[src/shared/irq_enable_pkg.sv]
// package: register map, field positions and carriers for the enable bank
package irq_enable_pkg;

   // ------------------------------------------------------------------
   // register byte addresses
   // ------------------------------------------------------------------
   localparam logic [7:0] OFF_ENABLE_TWO   = 8'h00;
   localparam logic [7:0] OFF_ENABLE_THREE = 8'h04;
   localparam logic [7:0] OFF_ENABLE_FOUR  = 8'h08;
   localparam logic [7:0] OFF_EVENT_STATUS = 8'h0c;
   localparam logic [7:0] OFF_EVENT_MASK   = 8'h10;
   localparam logic [7:0] OFF_GATED_STATE  = 8'h14;

   // ------------------------------------------------------------------
   // field positions
   // ------------------------------------------------------------------
   localparam int BIT_SERIAL_EVENT   = 1;
   localparam int BIT_SERIAL_FAULT   = 0;
   localparam int BIT_CALENDAR       = 14;
   localparam int BIT_DMA_FIVE       = 13;
   localparam int BIT_EXT_FOUR       = 6;
   localparam int BIT_EXT_THREE      = 5;
   localparam int BIT_I2C_MASTER     = 2;
   localparam int BIT_I2C_SLAVE      = 1;
   localparam int BIT_CHARGE_TIME    = 13;
   localparam int BIT_VOLTAGE_DETECT = 8;
   localparam int BIT_CHECKSUM       = 3;
   localparam int BIT_UART_TWO_ERR   = 2;
   localparam int BIT_UART_ONE_ERR   = 1;

   // writable-bit masks and reset values
   localparam logic [15:0] MASK_TWO   = 16'h0003;
   localparam logic [15:0] MASK_THREE = 16'h6066;
   localparam logic [15:0] MASK_FOUR  = 16'h210e;
   localparam logic [15:0] RESET_ENABLE = 16'h0000;
   localparam logic [12:0] RESET_EVENT  = 13'h0000;

   localparam int NUM_SOURCES = 13;

   // ------------------------------------------------------------------
   // carriers
   // ------------------------------------------------------------------
   typedef struct packed {
      logic serial_port_two_event;
      logic serial_port_two_fault;
      logic calendar;
      logic dma_channel_five;
      logic external_four;
      logic external_three;
      logic i2c_two_master_event;
      logic i2c_two_slave_event;
      logic charge_time_unit;
      logic voltage_detect;
      logic checksum_generator;
      logic uart_two_error;
      logic uart_one_error;
   } irq_vector_t;

   typedef struct packed {
      logic [15:0] word_two;
      logic [15:0] word_three;
      logic [15:0] word_four;
   } enable_words_t;

endpackage : irq_enable_pkg

[src/rtl/irq_gate.sv]
// gate of request lines by enables with sticky event capture
`timescale 1ns/1ps
module irq_gate
   import irq_enable_pkg::*;
#(
   parameter int WIDTH = NUM_SOURCES
)
(
   // clock and reset
   input  wire logic             core_clk,
   input  wire logic             rst,
   // request, enable and gated result
   input  wire logic [WIDTH-1:0] request,
   input  wire logic [WIDTH-1:0] enable,
   output logic      [WIDTH-1:0] gated,
   // sticky capture of gated rises, write-one-to-clear
   input  wire logic [WIDTH-1:0] clear,
   output logic      [WIDTH-1:0] sticky
);

   // refuse widths that the status read-back cannot carry
   if (WIDTH < 1 || WIDTH > 32)
   begin : g_bad_width
      $error("irq_gate: WIDTH must be 1..32");
   end

   logic [WIDTH-1:0] gated_prev;
   logic [WIDTH-1:0] next_sticky;

   // ------------------------------------------------------------------
   // per-source gating
   // ------------------------------------------------------------------
   genvar i;
   generate
      for (i = 0; i < WIDTH; i++)
      begin : g_src
         assign gated[i] = request[i] & enable[i];
         // set wins over a clear in the same cycle
         assign next_sticky[i] = (gated[i] & ~gated_prev[i]) | (sticky[i] & ~clear[i]);
      end
   endgenerate

   always_ff @(posedge core_clk)
   begin
      if (rst)
      begin
         gated_prev <= '0;
         sticky     <= '0;
      end
      else
      begin
         gated_prev <= gated;
         sticky     <= next_sticky;
      end
   end

endmodule : irq_gate

[src/rtl/irq_enable_bank.sv]
// enable words two to four of the interrupt controller, on an axi4-lite slave
//
// Implementation choices: register access over AXI4-Lite and the register addresses.
`timescale 1ns/1ps

module irq_enable_bank
   import irq_enable_pkg::*;
(
   // clock and reset
   input  wire logic        core_clk,
   input  wire logic        rst,
   // axi4-lite write address
   input  wire logic [7:0]  s_axi_awaddr,
   input  wire logic        s_axi_awvalid,
   output logic             s_axi_awready,
   // axi4-lite write data
   input  wire logic [31:0] s_axi_wdata,
   input  wire logic [3:0]  s_axi_wstrb,
   input  wire logic        s_axi_wvalid,
   output logic             s_axi_wready,
   // axi4-lite write response
   output logic [1:0]       s_axi_bresp,
   output logic             s_axi_bvalid,
   input  wire logic        s_axi_bready,
   // axi4-lite read address
   input  wire logic [7:0]  s_axi_araddr,
   input  wire logic        s_axi_arvalid,
   output logic             s_axi_arready,
   // axi4-lite read data
   output logic [31:0]      s_axi_rdata,
   output logic [1:0]       s_axi_rresp,
   output logic             s_axi_rvalid,
   input  wire logic        s_axi_rready,
   // interrupt requests in and gated requests out
   input  wire irq_vector_t irq_request,
   output irq_vector_t      irq_gated,
   output enable_words_t    enable_words,
   output logic             irq
);

   localparam logic [1:0] RESP_OKAY   = 2'b00;
   localparam logic [1:0] RESP_SLVERR = 2'b10;

   // ------------------------------------------------------------------
   // elaboration checks: the masks must match the enable positions
   // ------------------------------------------------------------------
   if ($bits(irq_vector_t) != NUM_SOURCES)
   begin : g_bad_count
      $error("irq_enable_bank: source count differs from the request vector");
   end

   if (MASK_TWO != ((16'h0001 << BIT_SERIAL_EVENT) | (16'h0001 << BIT_SERIAL_FAULT)))
   begin : g_bad_mask_two
      $error("irq_enable_bank: word two mask disagrees with its enable positions");
   end

   if (MASK_THREE != ((16'h0001 << BIT_CALENDAR) | (16'h0001 << BIT_DMA_FIVE) | (16'h0001 << BIT_EXT_FOUR)
                    | (16'h0001 << BIT_EXT_THREE) | (16'h0001 << BIT_I2C_MASTER) | (16'h0001 << BIT_I2C_SLAVE)))
   begin : g_bad_mask_three
      $error("irq_enable_bank: word three mask disagrees with its enable positions");
   end

   if (MASK_FOUR != ((16'h0001 << BIT_CHARGE_TIME) | (16'h0001 << BIT_VOLTAGE_DETECT) | (16'h0001 << BIT_CHECKSUM)
                   | (16'h0001 << BIT_UART_TWO_ERR) | (16'h0001 << BIT_UART_ONE_ERR)))
   begin : g_bad_mask_four
      $error("irq_enable_bank: word four mask disagrees with its enable positions");
   end

   // ------------------------------------------------------------------
   // register state
   // ------------------------------------------------------------------
   logic [15:0] word_two;
   logic [15:0] word_three;
   logic [15:0] word_four;
   logic [12:0] event_mask;
   logic [15:0] next_word_two;
   logic [15:0] next_word_three;
   logic [15:0] next_word_four;
   logic [12:0] next_event_mask;

   // ------------------------------------------------------------------
   // write channel state
   // ------------------------------------------------------------------
   logic        aw_held;
   logic [7:0]  aw_addr;
   logic        w_held;
   logic [31:0] w_data;
   logic [3:0]  w_strb;
   logic        bvalid;
   logic [1:0]  bresp;
   logic        next_aw_held;
   logic [7:0]  next_aw_addr;
   logic        next_w_held;
   logic [31:0] next_w_data;
   logic [3:0]  next_w_strb;
   logic        next_bvalid;
   logic [1:0]  next_bresp;

   // ------------------------------------------------------------------
   // read channel state
   // ------------------------------------------------------------------
   logic        rvalid;
   logic [31:0] rdata;
   logic [1:0]  rresp;
   logic        next_rvalid;
   logic [31:0] next_rdata;
   logic [1:0]  next_rresp;

   irq_vector_t enable_vec;
   irq_vector_t gated_vec;
   logic [12:0] event_status;
   logic [12:0] event_clear;
   logic        do_write;
   logic [15:0] wmask;

   // ------------------------------------------------------------------
   // enable vector from the words
   // ------------------------------------------------------------------
   always_comb
   begin
      enable_vec.serial_port_two_event = word_two[BIT_SERIAL_EVENT];
      enable_vec.serial_port_two_fault = word_two[BIT_SERIAL_FAULT];
      enable_vec.calendar              = word_three[BIT_CALENDAR];
      enable_vec.dma_channel_five      = word_three[BIT_DMA_FIVE];
      // pin mapping of the external inputs is done outside this block
      enable_vec.external_four         = word_three[BIT_EXT_FOUR];
      enable_vec.external_three        = word_three[BIT_EXT_THREE];
      enable_vec.i2c_two_master_event  = word_three[BIT_I2C_MASTER];
      enable_vec.i2c_two_slave_event   = word_three[BIT_I2C_SLAVE];
      enable_vec.charge_time_unit      = word_four[BIT_CHARGE_TIME];
      enable_vec.voltage_detect        = word_four[BIT_VOLTAGE_DETECT];
      enable_vec.checksum_generator    = word_four[BIT_CHECKSUM];
      enable_vec.uart_two_error        = word_four[BIT_UART_TWO_ERR];
      enable_vec.uart_one_error        = word_four[BIT_UART_ONE_ERR];
   end

   irq_gate #(
      .WIDTH (NUM_SOURCES)
   ) u_gate (
      .core_clk (core_clk),
      .rst      (rst),
      .request  (irq_request),
      .enable   (enable_vec),
      .gated    (gated_vec),
      .clear    (event_clear),
      .sticky   (event_status)
   );

   assign irq_gated    = gated_vec;
   assign enable_words = '{word_two: word_two, word_three: word_three, word_four: word_four};
   assign irq          = |(event_status & event_mask);

   // ------------------------------------------------------------------
   // write path
   // ------------------------------------------------------------------
   assign do_write = aw_held && w_held && !bvalid;
   assign wmask    = {{8{w_strb[1]}}, {8{w_strb[0]}}};

   always_comb
   begin
      next_aw_held    = aw_held;
      next_aw_addr    = aw_addr;
      next_w_held     = w_held;
      next_w_data     = w_data;
      next_w_strb     = w_strb;
      next_bvalid     = bvalid;
      next_bresp      = bresp;
      next_word_two   = word_two;
      next_word_three = word_three;
      next_word_four  = word_four;
      next_event_mask = event_mask;
      event_clear     = '0;
      if (s_axi_awvalid && s_axi_awready)
      begin
         next_aw_held = 1'b1;
         next_aw_addr = s_axi_awaddr;
      end
      if (s_axi_wvalid && s_axi_wready)
      begin
         next_w_held = 1'b1;
         next_w_data = s_axi_wdata;
         next_w_strb = s_axi_wstrb;
      end
      if (do_write)
      begin
         next_aw_held = 1'b0;
         next_w_held  = 1'b0;
         next_bvalid  = 1'b1;
         next_bresp   = RESP_OKAY;
         unique case (aw_addr)
            OFF_ENABLE_TWO:
               next_word_two = (word_two & ~(wmask & MASK_TWO)) | (w_data[15:0] & wmask & MASK_TWO);
            OFF_ENABLE_THREE:
               next_word_three = (word_three & ~(wmask & MASK_THREE))
                               | (w_data[15:0] & wmask & MASK_THREE);
            OFF_ENABLE_FOUR:
               next_word_four = (word_four & ~(wmask & MASK_FOUR)) | (w_data[15:0] & wmask & MASK_FOUR);
            OFF_EVENT_STATUS:
               event_clear = w_data[12:0] & {{5{w_strb[1]}}, {8{w_strb[0]}}};
            OFF_EVENT_MASK:
               next_event_mask = (event_mask & ~{{5{w_strb[1]}}, {8{w_strb[0]}}})
                               | (w_data[12:0] & {{5{w_strb[1]}}, {8{w_strb[0]}}});
            OFF_GATED_STATE:
               next_bresp = RESP_OKAY;
            default:
               next_bresp = RESP_SLVERR;
         endcase
      end
      if (bvalid && s_axi_bready)
         next_bvalid = 1'b0;
   end

   always_ff @(posedge core_clk)
   begin
      if (rst)
      begin
         aw_held    <= 1'b0;
         aw_addr    <= 8'h00;
         w_held     <= 1'b0;
         w_data     <= 32'h0000_0000;
         w_strb     <= 4'h0;
         bvalid     <= 1'b0;
         bresp      <= RESP_OKAY;
         word_two   <= RESET_ENABLE;
         word_three <= RESET_ENABLE;
         word_four  <= RESET_ENABLE;
         event_mask <= RESET_EVENT;
      end
      else
      begin
         aw_held    <= next_aw_held;
         aw_addr    <= next_aw_addr;
         w_held     <= next_w_held;
         w_data     <= next_w_data;
         w_strb     <= next_w_strb;
         bvalid     <= next_bvalid;
         bresp      <= next_bresp;
         word_two   <= next_word_two;
         word_three <= next_word_three;
         word_four  <= next_word_four;
         event_mask <= next_event_mask;
      end
   end

   assign s_axi_awready = !aw_held && !bvalid;
   assign s_axi_wready  = !w_held && !bvalid;
   assign s_axi_bvalid  = bvalid;
   assign s_axi_bresp   = bresp;

   // ------------------------------------------------------------------
   // read path
   // ------------------------------------------------------------------
   always_comb
   begin
      next_rvalid = rvalid;
      next_rdata  = rdata;
      next_rresp  = rresp;
      if (s_axi_arvalid && s_axi_arready)
      begin
         next_rvalid = 1'b1;
         next_rresp  = RESP_OKAY;
         unique case (s_axi_araddr)
            OFF_ENABLE_TWO:   next_rdata = {16'h0000, word_two & MASK_TWO};
            OFF_ENABLE_THREE: next_rdata = {16'h0000, word_three & MASK_THREE};
            OFF_ENABLE_FOUR:  next_rdata = {16'h0000, word_four & MASK_FOUR};
            OFF_EVENT_STATUS: next_rdata = {19'h00000, event_status};
            OFF_EVENT_MASK:   next_rdata = {19'h00000, event_mask};
            OFF_GATED_STATE:  next_rdata = {19'h00000, gated_vec};
            default:
            begin
               next_rdata = 32'h0000_0000;
               next_rresp = RESP_SLVERR;
            end
         endcase
      end
      else if (rvalid && s_axi_rready)
         next_rvalid = 1'b0;
   end

   always_ff @(posedge core_clk)
   begin
      if (rst)
      begin
         rvalid <= 1'b0;
         rdata  <= 32'h0000_0000;
         rresp  <= RESP_OKAY;
      end
      else
      begin
         rvalid <= next_rvalid;
         rdata  <= next_rdata;
         rresp  <= next_rresp;
      end
   end

   assign s_axi_arready = !rvalid;
   assign s_axi_rvalid  = rvalid;
   assign s_axi_rdata   = rdata;
   assign s_axi_rresp   = rresp;

endmodule : irq_enable_bank

[config.mk]
export PLATFORM = sky130hd
export DESIGN_NAME = irq_enable_bank
export DESIGN_NICKNAME = d
export VERILOG_FILES = /design/src/shared/irq_enable_pkg.sv /design/src/rtl/irq_gate.sv /design/src/rtl/irq_enable_bank.sv
export SDC_FILE = /design/constraint.sdc
export NUM_CORES = 1
export LEC_CHECK = 0
export ABC_AREA = 0
export CAP_MARGIN = 0
export CELL_PAD_IN_SITES_DETAIL_PLACEMENT = 0
export CELL_PAD_IN_SITES_GLOBAL_PLACEMENT = 1
export CORE_AREA = 2 2 91 137
export DETAILED_ROUTE_END_ITERATION = 6
export DIE_AREA = 0 0 93 139
export DONT_BUFFER_PORTS = 1
export GPL_TIMING_DRIVEN = 1
export PLACE_DENSITY = 0.76
export SYNTH_ARGS = -nofsm -noshare
export SYNTH_HDL_FRONTEND = slang
export SYNTH_SLANG_ARGS = --single-unit
export TNS_END_PERCENT = 50
[constraint.sdc]
create_clock -name core_clk -period 2.1 [get_ports core_clk]
set_input_delay 0.105 -clock core_clk [delete_from_list [all_inputs] [get_ports core_clk]]
set_output_delay 0.105 -clock core_clk [all_outputs]
set_load 0.05 [all_outputs]
==> impl_results.md <==
- Outcome: complete, no violations
- Initial antenna violation count: 0
- Max-slew violations: 0
- Arr. time, crit path: around 1.7 ns
- Clk root buf: clkbuf_16
- Distinct cells, synth: 49
- Busiest grt layer: met2
- First-pass DRT Iterations: 5
- Die Wd: 93 um
- R2r startpoint: w_held
- Finished Cell Area: ~5500 um2
- Max-Cap Viols: 0
- Die area: roughly 13000 um2
- Largest net degree at the start of global routing: 89
- Placed cell areas: ~4700 um2
- Crit end category: output port
- Leading cell type in the layout, fill and taps excluded: dfxtp_1
- Drt initial violations: between 200 and 250
- Vias in the first global route: a little under 4k
- Total GRT Usage: 0.1953
- Crit-path slowest cell: dfxtp_1
- Sequential share of the synthesized area: 0.4224
- HP Start: s_axi_arvalid
- Worst-margin pin slew: between 0.7 and 0.8 ns
- Top post-synthesis cells by area: dfxtp_1 42%, buf_4 8.7%, a21oi_1 7.4%
- Nets@finish: 678
- Hold path depth: 3
- Skew-Pair Late Insertion Delay: 0.35 ns
- VDD IR max: 0.3998 mV
- Synthesized instance count: roughly 560
- CTS buffer count: 9
- Largest stage delay, worst path: 0.36 ns
- Fmax: around 550 MHz
- Clk slew on worst S/H paths: 0.07 ns
- Avg Cell Area, Syn: 8.338 um2
- RSZ-0062 raised after global routing: no
- ANT cells: 0
- Crit Path Max Fanout: 3
- Met1 track demand over resource: 0.2319
- Worst path cell trace: a22oi_1, nand2_1, a221oi_1, nand3_1, buf_4
- Synth top area share: 0.4224
- Worst Clk Skew: between 0.006 and 0.007 ns
- Resized cells post-CTS: 0
- Worst EP required: roughly 2.0 ns
- Wire per inst: between 15 and 20 um
- Number of top-level pins: approximately 180
- Post-synth EDFFs: 0
- Final worst-path cycle share: 0.8609
- Met3 usage: 0.04022
- DR vias: 4044
- R2r setup slk: approximately 0.32 ns
- Worst Hold Class: in2reg
- Number of port buffers: 0
- Dpl hpwl: 9.376 mm
- Vert. Die Dim: between 100 and 150 um
- Share of cells above drive strength 1: 0.1146
- CP Launch Type: flop
- Post-synth ARST share: 0
- Vias per inst: approximately 5.3
- Synth Register Bits: 98
- CTS Sinks: 98
- First-pass GRT wire length: 20.22 mm
- Clock buffer depth: 2
- Hold Path End: s_axi_rdata[13]
- Final hold vios: 0
- Pleak: ~2.1 nW
- Starting Density: 0.3946
- Crit path time final: 1.808 ns
- Routability congestion estimate: between 0.8 and 0.9
- DRC: 0
- Grt total ovfl: 0
- FP Rows: 49
- Fin Setup TNS: 0 ns
- Slew headroom: 0.4964
- Synth Flop Type: dfxtp_1
- Area grow syn2layout: 17.56%
- H-tree depth: 3
- WL final: around 13 mm
- Area leader, netlist: dfxtp_1
- Critical path type: reg2out
- CTS tree: built
- Power Density: 772.4 nW/um2
- Worst reg-to-reg path cell count: 4
- Final setup viols: 0
- Core Footprint: around 12000 um2
- Final ANT Viol Nets: 0
- Most frequent cells in the layout: 98 x dfxtp_1, 73 x nand2_1, 69 x a21oi_1
- Mapped cell area: ~4600 um2
- Met2 Use GR: 0.3436
- YS warnings: 0
critical path: cells and delay by family (launching register included):
family / cells / cell delay, ns
simple gates: 2 / 0.21
compound gates: 2 / 0.56
buf+inv: 1 / 0.21
flops: 1 / 0.36
cells in the mapped netlist (3+ instances only):
cell type and instances:
buf_4 54, and2_1 3, o211ai_1 3, or2_2 12, and3_1 3, nand3b_1 5
a22o_1 14, nand4_1 6, o2bb2ai_1 6, nor3_1 3, a22oi_1 5, dfxtp_1 98
inv_1 28, or3_1 5, nor2b_1 5, buf_2 9, clkbuf_1 20, nor2_1 20
nand2b_1 6, o21ai_0 20, nand3_1 19, nand2_1 73, a21oi_1 69, mux2_2 3
o22ai_1 3, a32oi_1 13, o31ai_1 19
how the worst max path moves through the flow:
stage,startpoint,to,slack [ns],cells past startpoint
global route,aw_addr[7],flop,0.18,4
CTS,u_gate.sticky[9],irq,0.28,5
global placement,aw_addr[7],flop,0.36,4
finish,u_gate.sticky[9],irq,0.29,5
detailed placement,aw_addr[7],flop,0.32,4
floorplan,s_axi_bvalid,w_data[10],0.08,6
per-stage QoR:
stage | util | std cells | total power, mW | setup slack [ns] | hold slack, ns
2_1_floorplan | - | 610 | 2.473 | 0.07827 | 0.2040
3_3_place_gp | 0.4011 | 707 | 2.429 | 0.3553 | 0.1834
3_5_place_dp | 0.4011 | 707 | 2.439 | 0.3163 | 0.1850
4_1_cts | 0.4639 | 764 | 4.251 | 0.2766 | 0.04853
5_1_grt | 0.4639 | 764 | 4.358 | 0.1811 | 0.1020
6_report | 0.4639 | 764 | 4.218 | 0.2921 | 0.05529
cells by family (layout without fill, tap and decap cells):
logic type | after synthesis | in the layout | share of synthesized area
other cells | 1 | 54 | 0.0008074
buf+inv | 113 | 114 | 0.1374
flops | 98 | 98 | 0.4224
mux | 5 | 5 | 0.01158
compound gates | 161 | 161 | 0.2214
simple gates | 179 | 179 | 0.2064
area by class of cell:
cell class              count  area, um2
multi-input cells         399       2246
well taps                 153      191.4
repair buffers             70      645.6
clock inverters             7      85.08
inverters                  28      105.1
flip-flops and latches     98       1962
clock buffers               9      225.2
fillers                  1188       6311
timing repair:
item / 4_1_cts / 5_1_grt
hold endpoints to repair: 86 / 0
endpoints found under the setup margin: 0 / 0
hold buffers: 41 / 0
buffers inserted: 0 / 0
metal layers:
layer	routed length (um)	vias to the layer above
met4	263	0
met2	6469	153
met1	5080	1899
li1	-	1973
met5	0	-
met3	778	19
report_power, final:
group          internal [mW]  switching, mW
sequential              1.90         0.0518
combinational          0.132          0.405
clock                  0.947          0.785
Note: power is estimated with default switching activity, not from simulation.
